===== src/pkg/lcdsp_pkg.sv =====
`default_nettype none
package lcdsp_pkg;
    // ========================================
    // Serial framing
    localparam int WORD_BITS      = 16;
    localparam int KEY_TURN_BITS  = 8;
    localparam int BIT_CNT_W      = 5;

    // ========================================
    // Upper-byte opcodes
    localparam logic [7:0] OP_DD_WRITE    = 8'h98;
    localparam logic [7:0] OP_SMALL_WRITE = 8'h90;
    localparam logic [7:0] OP_SET_DDMK    = 8'h93;
    localparam logic [7:0] OP_KEY_READ    = 8'hA7;

    // ========================================
    // Address map
    localparam logic [7:0] DD_FIRST        = 8'h00;
    localparam logic [7:0] DD_LAST         = 8'h0D;
    localparam logic [7:0] MK_FIRST        = 8'h10;
    localparam logic [7:0] MK_LAST         = 8'h1D;
    localparam logic [7:0] MK_HIDDEN_FIRST = 8'h1C;
    localparam int         DD_DEPTH        = 14;
    localparam int         MK_DEPTH        = 14;
    localparam int         MK_SHOWN        = 12;
    localparam int         CG_DEPTH        = 256;
    localparam int         SMALL_BITS      = 5;

    // ========================================
    // Reset values
    localparam logic [7:0] AC_RESET = 8'h00;

    // ========================================
    // Timing
    localparam int CLK_PERIOD_PS  = 5000;
    localparam int OSC_PERIOD_PS  = 6900000;
    localparam int OSC_CYCLES     = OSC_PERIOD_PS / CLK_PERIOD_PS;
    localparam int DUTY_COMMONS   = 8;
    localparam int TICKS_PER_COM  = 16;

    // ========================================
    // Types
    typedef enum logic [1:0] {
        SER_IDLE   = 2'b00,
        SER_SHIFT  = 2'b01,
        SER_FULL   = 2'b11,
        SER_KEYOUT = 2'b10
    } lcdsp_ser_t;

    typedef enum logic {
        TGT_DDMK  = 1'b0,
        TGT_GLYPH = 1'b1
    } lcdsp_target_t;
endpackage
`default_nettype wire


===== src/design/lcdsp_sync.sv =====
`timescale 1ns/1ps
`default_nettype none
module lcdsp_sync #(
    parameter int W = 4
) (
    input  wire logic         clk,   // System clock
    input  wire logic         rstn,  // Async reset, active low
    input  wire logic [W-1:0] d,     // Asynchronous levels
    output logic      [W-1:0] q      // Synchronised levels
);
    logic [W-1:0] meta;

    // Stage one feeds stage two only
    always_ff @(posedge clk or negedge rstn) begin
        if (!rstn) begin
            meta <= '1;
            q    <= '1;
        end else begin
            meta <= d;
            q    <= meta;
        end
    end
endmodule
`default_nettype wire


===== src/design/lcdsp_osc.sv =====
`timescale 1ns/1ps
`default_nettype none
module lcdsp_osc #(
    parameter int OSC_CYC = lcdsp_pkg::OSC_CYCLES,
    parameter int COM_TKS = lcdsp_pkg::TICKS_PER_COM,
    parameter int COMS    = lcdsp_pkg::DUTY_COMMONS
) (
    input  wire logic       clk,         // System clock
    input  wire logic       rstn,        // Async reset, active low
    output logic            osc_tick,    // One pulse per oscillator period
    output logic [2:0]      com_sel,     // Active common line
    output logic            frame_start  // Pulse at common zero
);
    logic [10:0] osc_cnt;
    logic [7:0]  tick_cnt;

    // ========================================
    // Oscillator period from the system clock
    always_ff @(posedge clk or negedge rstn) begin
        if (!rstn) begin
            osc_cnt  <= 11'h000;
            osc_tick <= 1'b0;
        end else if (osc_cnt == 11'(OSC_CYC - 1)) begin
            osc_cnt  <= 11'h000;
            osc_tick <= 1'b1;
        end else begin
            osc_cnt  <= osc_cnt + 11'h001;
            osc_tick <= 1'b0;
        end
    end

    // ========================================
    // One in eight common scan
    always_ff @(posedge clk or negedge rstn) begin
        if (!rstn) begin
            tick_cnt    <= 8'h00;
            com_sel     <= 3'h0;
            frame_start <= 1'b0;
        end else begin
            frame_start <= 1'b0;
            if (osc_tick) begin
                if (tick_cnt == 8'(COM_TKS - 1)) begin
                    tick_cnt <= 8'h00;
                    if (com_sel == 3'(COMS - 1)) begin
                        com_sel     <= 3'h0;
                        frame_start <= 1'b1;
                    end else begin
                        com_sel <= com_sel + 3'h1;
                    end
                end else begin
                    tick_cnt <= tick_cnt + 8'h01;
                end
            end
        end
    end
endmodule
`default_nettype wire


===== src/design/lcdsp_top.sv =====
// How it works
// Display write stores the whole low byte at the current address.
// Glyph or icon write stores only the low five data bits.
// Target RAM follows the last address-setting instruction kind.
// Each RAM data write steps the address up or down per entry mode.
// Each RAM data write also shifts the display when entry mode asks.
// Icon locations 1C and 1D store and step but never show.
// Display write opcode is 98 hex in the upper byte.
// Icon and glyph writes share opcode 90 hex, data in bits 4..0.
// Key read opcode A7 hex; answer is four low keys, zero, three high.
// Data pin turns to output at the eighth falling shift clock.
// Shift clock and data are ignored while chip select is high.
// One word is sixteen bits within one chip select low period.
// Incoming bits are sampled on shift clock rising edges.
// First sixteen bits are taken at chip select rise; extra ignored.
// Fewer than sixteen bits at chip select rise: nothing runs.
// Host clocks exactly sixteen bits per chip select low period.
// Words travel most significant bit first.
// Host initialises by instructions when power-up reset is unsure.
// Host uses software initialisation when icons are in use.
// Frame timing derives from a nominal 145 kHz oscillator.
// Commons scan at one in eight duty.
// Display RAM at 00..0D, icon RAM at 10..1D, shared counter.
// Key bits leave MSB first, changing after each falling edge.
`timescale 1ns/1ps
`default_nettype none
module lcdsp_top #(
    parameter int CG_DEPTH = lcdsp_pkg::CG_DEPTH
) (
    input  wire logic       clk,            // System clock, 200 MHz
    input  wire logic       rstn,           // Async reset, active low
    input  wire logic       sck_pin,        // Shift clock pin
    input  wire logic       cs_n_pin,       // Chip select pin, active low
    input  wire logic       sdata_in,       // Data pin, input side
    output logic            sdata_out,      // Data pin, output side
    output logic            sdata_oe_n,     // Data pin drive, low = drive
    input  wire logic       ac_sel_pin,     // High selects glyph address
    input  wire logic       entry_inc,      // Entry mode: 1 step up
    input  wire logic       entry_shift,    // Entry mode: shift on write
    input  wire logic [3:0] key_low,        // Low key row bits
    input  wire logic [2:0] key_high,       // High key bits
    input  wire logic [3:0] disp_rd_addr,   // Display RAM read index
    output logic      [7:0] disp_rd_data,   // Display RAM read data
    input  wire logic [3:0] icon_rd_addr,   // Icon RAM read index
    output logic      [4:0] icon_rd_data,   // Icon RAM shown data
    input  wire logic [7:0] glyph_rd_addr,  // Glyph RAM read address
    output logic      [4:0] glyph_rd_data,  // Glyph RAM read data
    output logic      [7:0] addr_count,     // Address counter
    output logic            glyph_target,   // Writes go to glyph RAM
    output logic            disp_shift,     // One-cycle display shift
    output logic            disp_shift_left,// Shift direction
    output logic            word_done,      // One-cycle word accepted
    output logic            word_dropped,   // One-cycle short word
    output logic      [2:0] com_sel,        // Active common line
    output logic            frame_start     // Frame start pulse
);
    // ========================================
    // Pin synchronisers
    logic [3:0] pins_s;
    logic       sck_s;
    logic       cs_n_s;
    logic       sd_s;
    logic       ac_sel_s;
    logic       sck_d;
    logic       cs_n_d;

    lcdsp_sync #(.W(4)) u_sync (
        .clk  (clk),
        .rstn (rstn),
        .d    ({ac_sel_pin, sdata_in, cs_n_pin, sck_pin}),
        .q    (pins_s)
    );

    assign sck_s    = pins_s[0];
    assign cs_n_s   = pins_s[1];
    assign sd_s     = pins_s[2];
    assign ac_sel_s = pins_s[3];

    always_ff @(posedge clk or negedge rstn) begin
        if (!rstn) begin
            sck_d  <= 1'b1;
            cs_n_d <= 1'b1;
        end else begin
            sck_d  <= sck_s;
            cs_n_d <= cs_n_s;
        end
    end

    logic cs_low;
    logic cs_rise;
    logic sck_rise;
    logic sck_fall;

    assign cs_low   = ~cs_n_s;
    assign cs_rise  = cs_n_s & ~cs_n_d;
    assign sck_rise = sck_s & ~sck_d;
    assign sck_fall = ~sck_s & sck_d;

    // ========================================
    // Serial receiver
    lcdsp_pkg::lcdsp_ser_t state;
    logic [15:0]           shreg;
    logic [4:0]            bit_cnt;
    logic [7:0]            key_out;
    logic                  word_valid;

    always_ff @(posedge clk or negedge rstn) begin
        if (!rstn) begin
            state   <= lcdsp_pkg::SER_IDLE;
            shreg   <= 16'h0000;
            bit_cnt <= 5'h00;
            key_out <= 8'h00;
        end else if (!cs_low) begin
            state   <= lcdsp_pkg::SER_IDLE;
            bit_cnt <= 5'h00;
        end else begin
            case (state)
                lcdsp_pkg::SER_IDLE,
                lcdsp_pkg::SER_SHIFT: begin
                    state <= lcdsp_pkg::SER_SHIFT;
                    if (sck_rise) begin
                        shreg   <= {shreg[14:0], sd_s};
                        bit_cnt <= bit_cnt + 5'h01;
                        if (bit_cnt == 5'(lcdsp_pkg::WORD_BITS - 1)) begin
                            state <= lcdsp_pkg::SER_FULL;
                        end
                    end else if (sck_fall &&
                        bit_cnt == 5'(lcdsp_pkg::KEY_TURN_BITS) &&
                        shreg[7:0] == lcdsp_pkg::OP_KEY_READ) begin
                        state   <= lcdsp_pkg::SER_KEYOUT;
                        key_out <= {key_low, 1'b0, key_high};
                    end
                end
                lcdsp_pkg::SER_KEYOUT: begin
                    // Host keeps clocking; the word fills but runs nothing
                    if (sck_rise &&
                        bit_cnt < 5'(lcdsp_pkg::WORD_BITS)) begin
                        shreg   <= {shreg[14:0], sd_s};
                        bit_cnt <= bit_cnt + 5'h01;
                    end
                    if (sck_fall) begin
                        key_out <= {key_out[6:0], 1'b0};
                    end
                end
                lcdsp_pkg::SER_FULL: begin
                    state <= lcdsp_pkg::SER_FULL;
                end
                default: begin
                    state <= lcdsp_pkg::SER_IDLE;
                end
            endcase
        end
    end

    assign sdata_out  = key_out[7];
    assign sdata_oe_n = (state != lcdsp_pkg::SER_KEYOUT);

    // Count is still the frame's own at the edge where cs rises
    always_ff @(posedge clk or negedge rstn) begin
        if (!rstn) begin
            word_valid   <= 1'b0;
            word_dropped <= 1'b0;
        end else begin
            word_valid   <= cs_rise &&
                bit_cnt == 5'(lcdsp_pkg::WORD_BITS);
            word_dropped <= cs_rise && bit_cnt != 5'h00 &&
                bit_cnt < 5'(lcdsp_pkg::WORD_BITS);
        end
    end

    assign word_done = word_valid;

    // ========================================
    // Instruction decode
    function automatic logic in_disp(input logic [7:0] a);
        in_disp = (a >= lcdsp_pkg::DD_FIRST) && (a <= lcdsp_pkg::DD_LAST);
    endfunction

    function automatic logic in_icon(input logic [7:0] a);
        in_icon = (a >= lcdsp_pkg::MK_FIRST) && (a <= lcdsp_pkg::MK_LAST);
    endfunction

    logic [7:0]               opcode;
    logic                     is_small;
    logic                     set_ddmk;
    logic                     set_glyph;
    logic                     small_wr;
    logic                     dd_wr;
    logic                     ram_wr;
    logic                     dd_we;
    logic                     mk_we;
    logic                     cg_we;
    lcdsp_pkg::lcdsp_target_t target;

    assign opcode    = shreg[15:8];
    assign is_small  = word_valid && opcode == lcdsp_pkg::OP_SMALL_WRITE;
    assign set_glyph = is_small && ac_sel_s;
    assign small_wr  = is_small && !ac_sel_s;
    assign set_ddmk  = word_valid && opcode == lcdsp_pkg::OP_SET_DDMK;
    assign dd_wr     = word_valid && opcode == lcdsp_pkg::OP_DD_WRITE;
    assign ram_wr    = dd_wr || small_wr;
    assign dd_we     = dd_wr && target == lcdsp_pkg::TGT_DDMK &&
                       in_disp(addr_count);
    assign mk_we     = small_wr && target == lcdsp_pkg::TGT_DDMK &&
                       in_icon(addr_count);
    assign cg_we     = small_wr && target == lcdsp_pkg::TGT_GLYPH;

    always_ff @(posedge clk or negedge rstn) begin
        if (!rstn) begin
            target <= lcdsp_pkg::TGT_DDMK;
        end else if (set_ddmk) begin
            target <= lcdsp_pkg::TGT_DDMK;
        end else if (set_glyph) begin
            target <= lcdsp_pkg::TGT_GLYPH;
        end
    end

    assign glyph_target = (target == lcdsp_pkg::TGT_GLYPH);

    // ========================================
    // Address counter and display shift
    always_ff @(posedge clk or negedge rstn) begin
        if (!rstn) begin
            addr_count <= lcdsp_pkg::AC_RESET;
        end else if (set_ddmk) begin
            addr_count <= {3'h0, shreg[4:0]};
        end else if (set_glyph) begin
            addr_count <= shreg[7:0];
        end else if (ram_wr) begin
            addr_count <= entry_inc ? addr_count + 8'h01
                                    : addr_count - 8'h01;
        end
    end

    always_ff @(posedge clk or negedge rstn) begin
        if (!rstn) begin
            disp_shift      <= 1'b0;
            disp_shift_left <= 1'b0;
        end else begin
            disp_shift <= ram_wr && entry_shift;
            if (ram_wr) begin
                disp_shift_left <= entry_inc;
            end
        end
    end

    // ========================================
    // RAM arrays, not reset
    logic [7:0] disp_ram  [lcdsp_pkg::DD_DEPTH];
    logic [4:0] icon_ram  [lcdsp_pkg::MK_DEPTH];
    logic [4:0] glyph_ram [CG_DEPTH];

    always_ff @(posedge clk) begin
        if (dd_we) begin
            disp_ram[addr_count[3:0]] <= shreg[7:0];
        end
        if (mk_we) begin
            icon_ram[addr_count[3:0]] <= shreg[4:0];
        end
        if (cg_we) begin
            glyph_ram[addr_count] <= shreg[4:0];
        end
    end

    always_ff @(posedge clk or negedge rstn) begin
        if (!rstn) begin
            disp_rd_data  <= 8'h00;
            icon_rd_data  <= 5'h00;
            glyph_rd_data <= 5'h00;
        end else begin
            disp_rd_data <= (disp_rd_addr <= lcdsp_pkg::DD_LAST[3:0]) ?
                disp_ram[disp_rd_addr] : 8'h00;
            // Last two icon cells are scratch and never reach the panel
            icon_rd_data <= (icon_rd_addr < 4'(lcdsp_pkg::MK_SHOWN)) ?
                icon_ram[icon_rd_addr] : 5'h00;
            glyph_rd_data <= glyph_ram[glyph_rd_addr];
        end
    end

    // ========================================
    // Oscillator and common scan
    lcdsp_osc u_osc (
        .clk         (clk),
        .rstn        (rstn),
        .osc_tick    (),
        .com_sel     (com_sel),
        .frame_start (frame_start)
    );
endmodule
`default_nettype wire


===== config.mk =====
export PLATFORM = sky130hd
export DESIGN_NAME = lcdsp_top
export DESIGN_NICKNAME = d
export VERILOG_FILES = /design/src/pkg/lcdsp_pkg.sv /design/src/design/lcdsp_sync.sv /design/src/design/lcdsp_osc.sv /design/src/design/lcdsp_top.sv
export SDC_FILE = /design/constraint.sdc
export NUM_CORES = 1
export LEC_CHECK = 0
export BUFFER_PORTS_ARGS = -buffer_cell sky130_fd_sc_hd__buf_2
export CAP_MARGIN = 20
export CORE_ASPECT_RATIO = 0.6
export CORE_MARGIN = 2
export CORE_UTILIZATION = 45
export DETAILED_ROUTE_END_ITERATION = 10
export HOLD_SLACK_MARGIN = 0.02
export PLACE_DENSITY = 0.62
export SLEW_MARGIN = 15
export SYNTH_ARGS = -nofsm -noshare
export SYNTH_HDL_FRONTEND = slang
export SYNTH_SLANG_ARGS = --single-unit

===== constraint.sdc =====
create_clock -name clk -period 5.12 [get_ports clk]
set_input_delay 1.024 -clock clk [delete_from_list [all_inputs] [get_ports clk]]
set_output_delay 1.024 -clock clk [all_outputs]
set_load 0.005 [all_outputs]

### Word-level counts from Yosys, hierarchy flattened

Memory sizes are Yosys's and may differ from the RTL's. A register that Yosys moved wholly into a read port is not among the register bits.
Cells that the tools add are included.

* memories kept: 3
* RAM bits: 1462
* register bits: 91
* logic and storage cells: 137
* output and inout port bits: 37

Memories
* glyph_ram: depth 256, bits a word 5, read ports 1, clocked after Yosys merged registers in 1, write ports 1, RTL line lcdsp_top.sv:251 `logic [4:0] glyph_ram [CG_DEPTH];`
* disp_ram: depth 14, bits a word 8, read ports 1, clocked after Yosys merged registers in 0, write ports 1, RTL line lcdsp_top.sv:249 `logic [7:0] disp_ram [lcdsp_pkg::DD_DEPTH];`
* icon_ram: depth 14, bits a word 5, read ports 1, clocked after Yosys merged registers in 0, write ports 1, RTL line lcdsp_top.sv:250 `logic [4:0] icon_ram [lcdsp_pkg::MK_DEPTH];`

* bitwise gates (word level): 8
* reductions and logical operators: 34
* add/subtract/negate cells: 6
* magnitude comparators: 7
* multiplexer cells: 37
* equality and inequality tests: 21

Operators with widths (count)
* 8-bit two-way mux: 9
* 8-bit == test (second input constant): 4
* 16-bit two-way mux: 2
* 16-bit one-hot mux with 2 select lines: 1
* 5-bit two-way mux: 4
* 1-bit logical AND: 19
* 8-bit by 1-bit adder with 8-bit output (second input constant): 2
* 8-bit one-hot mux with 2 select lines: 1
* 1-bit two-way mux: 12
* 2-bit inequality test (second input constant): 6
* 11-bit by 1-bit adder with 11-bit output (second input constant): 1
* 11-bit == test (second input constant): 1
* 11-bit two-way mux: 1
* 5-bit by 4-bit == test with 1-bit output (second input constant): 2
* 5-bit one-hot mux with 2 select lines: 1
* 3-bit nonzero test: 3
* 8-bit by 4-bit == test with 1-bit output (second input constant): 1
* 8-bit by 1-bit >= comparator with 1-bit output (second input constant): 1
* 8-bit by 5-bit >= comparator with 1-bit output (second input constant): 1
* 8-bit by 4-bit less-or-equal comparator with 1-bit output (second input constant): 1
* 8-bit by 5-bit less-or-equal comparator with 1-bit output (second input constant): 1
* 2-bit two-way mux: 4
* 8-bit by 1-bit subtractor with 8-bit output (second input constant): 1
* 3-bit by 2-bit inequality test with 1-bit output (second input constant): 2
* 23 further kinds: 32

### Longest topological paths before layout

Gate-level depths: netlist of the first run.

* depth in word-level cells: 8
* gate-level depth with buffers: 12
* depth with buffers taken out: 8

### Cells and area by module

From an unflattened synthesis of the first run, not the netlist that was laid out.

* cell total of the unflattened synthesis: 3125
* area, all modules: 60744.5 um^2

Modules (own cells, without submodules)
* lcdsp_top: instances 1, cells an instance 3024, area each 59439.5 um^2
* lcdsp_osc: instances 1, cells an instance 93, area each 1094.8 um^2
* lcdsp_sync: instances 1, cells an instance 8, area each 210.2 um^2

### Worst setup path after synthesis of the first run

Ideal clock, no wire load.

* path kind: register -> register
* start: register shreg[1]
* end: register key_out[1]
* cell stages (with the launch flop): 8
* slack: -0.039 ns
* library setup time: 0.137 ns
* data arrival time: 5.021 ns
* period minus slack after synthesis: 5.159 ns
* cells stage by stage: dfrtp_1 -> and4_1 -> nand4_1 -> o21ai_0 -> o211ai_1 -> clkbuf_1 -> nand2_1 -> o21ai_0

* cells in the longest elaborated chain, start to end: 4

RTL lines
* from (decl): RTL line lcdsp_top.sv:102 `logic [15:0] shreg;`
* from (signal assigned): RTL line lcdsp_top.sv:122 `shreg <= {shreg[14:0], sd_s};`
* from (signal assigned): RTL line lcdsp_top.sv:138 `shreg <= {shreg[14:0], sd_s};`
* 8-bit == test: RTL line lcdsp_top.sv:129 `shreg[7:0] == lcdsp_pkg::OP_KEY_READ) begin`
* 1-bit logical AND: RTL line lcdsp_top.sv:128 `bit_cnt == 5'(lcdsp_pkg::KEY_TURN_BITS) &&`
* 2-bit inequality test (no line)
* 5-bit AND reduction (no line)
* to (signal assigned): RTL line lcdsp_top.sv:131 `key_out <= {key_low, 1'b0, key_high};`
* to (signal assigned): RTL line lcdsp_top.sv:142 `key_out <= {key_out[6:0], 1'b0};`
* to (decl): RTL line lcdsp_top.sv:104 `logic [7:0] key_out;`

Every way passes these cells.
A chain may end at the register's enable or synchronous reset.

### Worst setup path after layout of the first run

* start: register shreg[14]
* end: memory glyph_ram[53][0], enable pin

* cells in the longest elaborated chain, start to end: 6

RTL lines
* 8-bit == test: RTL line lcdsp_top.sv:196 `assign is_small = word_valid && opcode == lcdsp_pkg::OP_SMALL_WRITE;`
* 1-bit logical AND: RTL line lcdsp_top.sv:196
* 1-bit logical AND: RTL line lcdsp_top.sv:198 `assign small_wr = is_small && !ac_sel_s;`
* 1-bit logical AND: RTL line lcdsp_top.sv:206 `assign cg_we = small_wr && target == lcdsp_pkg::TGT_GLYPH;`
* 1-bit two-way mux: RTL line lcdsp_top.sv:260 `if (cg_we) begin`
* 1-bit two-way mux (implied by the code): RTL line lcdsp_top.sv:261 `glyph_ram[addr_count] <= shreg[4:0];`
* to (decl): RTL line lcdsp_top.sv:251

Every way passes these cells.

==> reports/results.ini, run 1 <==
[finish]
syn_to_final_growth_pct = 11.6
multiInputGateArea_sq_mm = 0.0137
fin_nets = 3280
register_area_sq_mm = 0.0460
layout-drive-gt1-share = 0.219
nFillCells = 10600

[timing]
timing.final.crit_share = 0.741
clock_skew_ns = 0.0363
setup_tns_ns = 0
timing.hold.ws_ns = 0.303
rsz0062_at_grt = no
max_slew.worst_pin.slew_ns = 1.18
slew_viol_final = 0
hold_viol = 0
slew_headroom = 0.211
finalSetupViolations = 0
fin_crit_ns = 3.79
fmax_ghz = 0.264

[critical_path]
worstSetupStartpointType = flop
cp_cell_sequence = nand4b_1 > nor4_1 > buf_4 > nand3_1 > nor3_1 > nand2_1 > nor2_1
endpoint_kind = flop
path_class = reg2reg
cp_top_family = simple AND/OR/NAND/NOR gates
r2r.worst_path.cells = 7
cp_slowest_cell = nand2_1
critPathBufInv = 1
required_ns = 5.52
path_max_fanout = 16
slowest_delay_ns = 0.81
reg2reg_to = glyph_ram[53][0]
reg2reg_from = shreg[14]
cp_data_arrival_time_ns = 4.19
regToRegSetupSlack_ns = 1.33

[clock_tree]
postCtsHoldBufs = 0
tritoncts = built
clk_latency_ns = 0.78
clock_sinks = 1548
clockBufferDepth = 3
cts_buffers = 139
clk_pin_slew_worst_paths_ns = 0.07
htreeDepth = 4
root_buffer = clkbuf_16
cts_resized = 0
cts_setup_buffers = 0

[logic_synthesis]
syn_avg_cell_area_sq_um = 19.5
synthCells = 3115
yosys.area_share.adder = 0.00301
synth_seq_area_share = 0.758
ys_warn_count = 0
synth_compound_area_frac = 0.0318
synth.ff_latch_count = 1548
yosys-mux-area-fraction = 0.146
synthXorXnorAreaFrac = 0.00332
synth_top_family_by_area = multiplexers
synthSimpleGateAreaFrac = 0.0412
synth_nets = 3160
async_flop_share = 0.0620
ys_types = 64
synth_edf_count = 1452
syn-cell-area_sq_mm = 0.0607
yosys_most_used_dff = edfxtp_1

[die]
die_h_um = 288
fp-row-count = 104
die_w_um = 478
initial_utilization = 0.453
die_area_sq_mm = 0.138
core-area_sq_mm = 0.134
ioPinCount = 68

[power_and_ir_drop]
power.density_mw_per_mm2 = 415
p_leak_uw = 0.0216
vdd_drop_max_uv = 649

[detailed_routing]
antenna_left = 0
vias_per_cell = 6.04
avgRoutedWirePerCell_um = 29.5
wirelength_um = 152000
via_count = 31100
drc_errors = 0
drt_iter0_markers = 3839
drt_first_pass_iters = 5

[placement]
gp_congestion = 0.873
port_buffers = 67
hpwl_um = 94900

[global_routing]
grt_overflow = 0
grt_first_pass_wirelength_um = 220000
grt_max_degree = 228
grt_usage = 0.221
grt_pass1_vias = 31100
antenna_found_initial = 5

[hold_path]
hold_path_class = in2async

[run]
cap_violations = 0

[outcome]
status = finished, final reports clean

-- flip-flops by register name (all words and copies together) (netlist names), 8 cells and up --
signal	cells
disp_ram	112
glyph_ram	1280
shreg	16
u_osc.osc_cnt	11
icon_ram	60
addr_count	8
disp_rd_data	8
u_osc.tick_cnt	8
key_out	8
-- cell usage in the layout, fill, tap and decap left out, types with 9 or more instances in the layout --
master | synthesis | layout
edfxtp_1 | 1452 | 1452
nor2_1 | 327 | 326
mux4_2 | 317 | 317
clkbuf_16 | 0 | 144
mux2i_1 | 135 | 135
dfrtp_1 | 86 | 81
buf_4 | 27 | 81
nand2_1 | 83 | 79
buf_2 | 40 | 63
o22ai_1 | 54 | 54
o21ai_0 | 51 | 51
o221ai_1 | 40 | 40
a21oi_1 | 39 | 39
mux2_2 | 33 | 33
clkbuf_1 | 89 | 33
nand2b_1 | 25 | 25
nand3_1 | 25 | 25
inv_1 | 23 | 23
clkinv_1 | 0 | 22
o211ai_1 | 21 | 21
clkinv_2 | 0 | 21
nor3_1 | 19 | 19
a211oi_1 | 17 | 16
nor2b_1 | 15 | 15
a22oi_1 | 13 | 13
nand4_1 | 13 | 13
ha_1 | 13 | 13
xor2_1 | 12 | 12
bufinv_16 | 0 | 12
a22o_1 | 11 | 11
xnor2_1 | 11 | 11
buf_12 | 0 | 11
dfstp_2 | 10 | 10
and2_1 | 9 | 9
-- kinds of logic (layout without fill, tap and decap cells) --
group,count (synthesis),count (layout)
flip-flops,1548,1548
AND/OR/NAND/NOR,562,562
multiplexers,485,485
AO/OA/AOI/OAI,281,281
buffers and inverters,202,430
XOR/XNOR,23,23
adder cells (fa/ha/maj),14,14
other,0,1
-- Yosys cell counts, drive strengths merged, types with 10 or more instances --
| cell type | n | share of area |
|---|---|---|
| nor3 | 19 | 0.0016 |
| nand3 | 25 | 0.0021 |
| inv | 24 | 0.0015 |
| xnor2 | 11 | 0.0016 |
| nand2b | 25 | 0.0026 |
| ha | 13 | 0.0027 |
| o21ai | 51 | 0.0042 |
| nor2b | 15 | 0.0015 |
| dfrtp | 86 | 0.035 |
| o22ai | 54 | 0.0056 |
| edfxtp | 1452 | 0.72 |
| a211oi | 17 | 0.0021 |
| mux4 | 317 | 0.12 |
| nand2 | 83 | 0.0051 |
| a22oi | 13 | 0.0016 |
| xor2 | 12 | 0.0017 |
| a22o | 11 | 0.0016 |
| nor2 | 327 | 0.020 |
| a21oi | 39 | 0.0032 |
| dfstp | 10 | 0.0043 |
| o211ai | 21 | 0.0026 |
| buf | 89 | 0.0091 |
| clkbuf | 89 | 0.0055 |
| nand4 | 13 | 0.0013 |
| mux2 | 33 | 0.0061 |
| mux2i | 135 | 0.022 |
| o221ai | 40 | 0.0058 |
-- stage by stage --
stage / power (uW) / cell area, sq um / cells / util / worst slack, ns
after CTS: 28300 / 67700 / 5145 / 0.506 / 1.43
after detailed placement: 18000 / 63200 / 4896 / 0.472 / 0.762
after global placement: 17800 / 63200 / 4894 / 0.472 / 0.769
after floorplan: 17000 / 60700 / 3115 / - / 0.241
final: 28100 / 67700 / 5146 / 0.506 / 1.33
after global routing: 29000 / 67700 / 5145 / 0.506 / 1.21
-- cell type report --
type | count | share of cell area
multi-input cells | 1365 | 0.202
flip-flops and latches | 1548 | 0.680
clock inverters | 68 | 0.0101
well taps | 1802 | 0.0333
clock buffers | 181 | 0.0558
inverters | 24 | 0.00133
repair buffers | 157 | 0.0173
diodes | 1 | 0.0000369
-- power breakdown --
group          internal [uW]  switching (uW)  leakage (uW)
clock network           5840            4590       0.00217
registers              15200             361        0.0143
logic                    484            1640       0.00512
total                  21500            6590        0.0216
-- worst max-delay path by stage --
stage / from / endpoint / slack, ns / cells after the start
after detailed placement: glyph_rd_addr[4] / glyph_rd_data[3] / 0.76 / 8
after floorplan: shreg[4] / key_out[5] / 0.24 / 6
final: shreg[14] / glyph_ram[53][0] / 1.33 / 7
after CTS: shreg[14] / glyph_ram[51][0] / 1.43 / 7
after global routing: shreg[8] / glyph_ram[49][0] / 1.21 / 5
after global placement: glyph_rd_addr[1] / glyph_rd_data[0] / 0.77 / 9
-- metal layers --
| layer | GRT usage | share of wire | up-vias |
|---|---|---|---|
| li1 | - | - | 12900 |
| met1 | 0.334 | 0.44 | 16400 |
| met2 | 0.305 | 0.42 | 1613 |
| met3 | 0.0769 | 0.12 | 211 |
| met4 | 0.0559 | 0.019 | 2 |
| met5 | 0 | 0.000086 | - |
Note: power is estimated with default switching activity, not from simulation.
==> run 2: changes to the inputs <==
- clock period: 5.12 -> 3.4 ns (I/O delays scaled with it)
==> run 2 against run 1 <==
Combinational power grew 74%. Count of clock-buffer cells in the layout is 2 higher. Sequential cell count unchanged. Cell count grew 2.4%. Largest cell class unchanged. Largest power group unchanged.
==> reports/results.ini, run 2 (same netlist as run 1, synthesis figures left out) <==
[die]
initial_utilization = 0.453
fp-row-count = 104
core-area_sq_mm = 0.134
die_w_um = 478
die_h_um = 288
die_area_sq_mm = 0.138
ioPinCount = 68

[placement]
port_buffers = 67
hpwl_um = 98200
gp_congestion = 0.895

[global_routing]
grt_max_degree = 212
grt_overflow = 0
grtUsageMet3 = 0.0723
use_met1 = 0.346
grt_first_pass_wirelength_um = 225000
antenna_found_initial = 4
grt_pass1_vias = 31900
use_met2 = 0.309
grt_usage = 0.225
grt_busiest_layer = met1

[run]
cap_violations = 0

[hold_path]
hold_path_class = in2async

[power_and_ir_drop]
vdd_drop_max_uv = 687
p_leak_uw = 0.0222
power.density_mw_per_mm2 = 613

[detailed_routing]
drc_errors = 0
drt_iter0_markers = 4445
wirelength_um = 155000
avgRoutedWirePerCell_um = 29.4
via_count = 31800
vias_per_cell = 6.03
drt_first_pass_iters = 6
antenna_left = 0

[timing]
timing.hold.ws_ns = 0.0764
slew_viol_final = 0
finalSetupViolations = 0
timing.final.crit_share = 0.925
fin_crit_ns = 3.14
slew_headroom = 0.174
hold_viol = 0
rsz0062_at_grt = no
setup_tns_ns = 0
max_slew.worst_pin.slew_ns = 1.23
clock_skew_ns = 0.0229
fmax_ghz = 0.318

[clock_tree]
clock_sinks = 1548
cts_buffers = 139
htreeDepth = 4
clk_latency_ns = 0.76
clk_pin_slew_worst_paths_ns = 0.06
root_buffer = clkbuf_16
tritoncts = built
cts_setup_buffers = 0
clockBufferDepth = 3

[critical_path]
cp_data_arrival_time_ns = 3.54
regToRegSetupSlack_ns = 0.26
required_ns = 3.79
worstSetupStartpointType = flop
r2r.worst_path.cells = 6
endpoint_kind = flop
cp_cell_sequence = nor4_1 > buf_4 > nand3_1 > nor3_2 > nand2_1 > nor2_1
reg2reg_from = shreg[11]
slowest_delay_ns = 0.61
path_max_fanout = 16
reg2reg_to = glyph_ram[189][1]
path_class = reg2reg
cp_slowest_cell = nor2_1

[finish]
nFillCells = 10500
largest_reg_flops = 1280
layout-drive-gt1-share = 0.243
final_common_cell = edfxtp_1
syn_to_final_growth_pct = 13.2
fin_nets = 3405
final_cell_mix = 1,452 x edfxtp_1, 326 x nor2_1, 317 x mux4_2, 189 x buf_4, 142 x clkbuf_16
regMostFlops = glyph_ram
antenna_cells = 0

[outcome]
status = finished, final reports clean

run 2: area by class of cell:
cell class / instances / area, sq um / share of cell area
multi-input combinational: 1365 / 13700 / 0.200
inverter: 24 / 90.1 / 0.00131
sequential: 1548 / 46000 / 0.670
timing repair buffer: 282 / 2280 / 0.0333
clock inverter: 66 / 597 / 0.00869
clock buffer: 183 / 3740 / 0.0544
tap: 1802 / 2250 / 0.0328
run 2: stage by stage:
step	power [uW]	worst slack, ns	utilization	cells	instance area, sq um
after floorplan	25400	0.106	-	3115	60700
after CTS	42400	0.259	0.513	5270	68700
final	42100	0.256	0.513	5270	68700
after global routing	43300	0.0503	0.513	5270	68700
after detailed placement	27300	-0.125	0.480	5017	64300
after global placement	27100	-0.0995	0.480	5017	64300
run 2: metal layers:
layer  wire [um]  vias to the layer above
li1            -                    13200
met1       67000                    16700
met2       65000                     1706
met3       19300                      196
met4        3360                        0
met5           0                        -
run 2: worst max-delay path by stage:
stage	startpoint	endpoint	slack, ns	cells past startpoint
after floorplan	shreg[4]	key_out[5]	0.11	6
after global placement	glyph_rd_addr[0]	glyph_rd_data[4]	-0.1	9
after detailed placement	glyph_rd_addr[0]	glyph_rd_data[0]	-0.13	10
after CTS	shreg[11]	glyph_ram[151][4]	0.26	7
after global routing	shreg[11]	glyph_ram[100][2]	0.05	6
final	shreg[11]	glyph_ram[189][1]	0.26	6
run 2: power breakdown:
| group | internal [uW] | switching, uW | leakage, uW |
|---|---|---|---|
| sequential | 22900 | 252 | 0.0143 |
| combinational | 841 | 2850 | 0.00579 |
| clock | 8330 | 6930 | 0.00212 |
| total | 32100 | 10000 | 0.0222 |
run 2: critical path: cells and delay by family (launching register included):
family / cells / cell delay (ns)
flops: 1 / 0.47
simple gates: 5 / 2.11
buf+inv: 1 / 0.19
run 2: what timing repair did:
item | CTS | global route
endpoints found under the hold margin | 4 | 0
hold buffers | 4 | 0
endpoints found under the setup margin | 110 | 0
resized for setup | 2 | 0
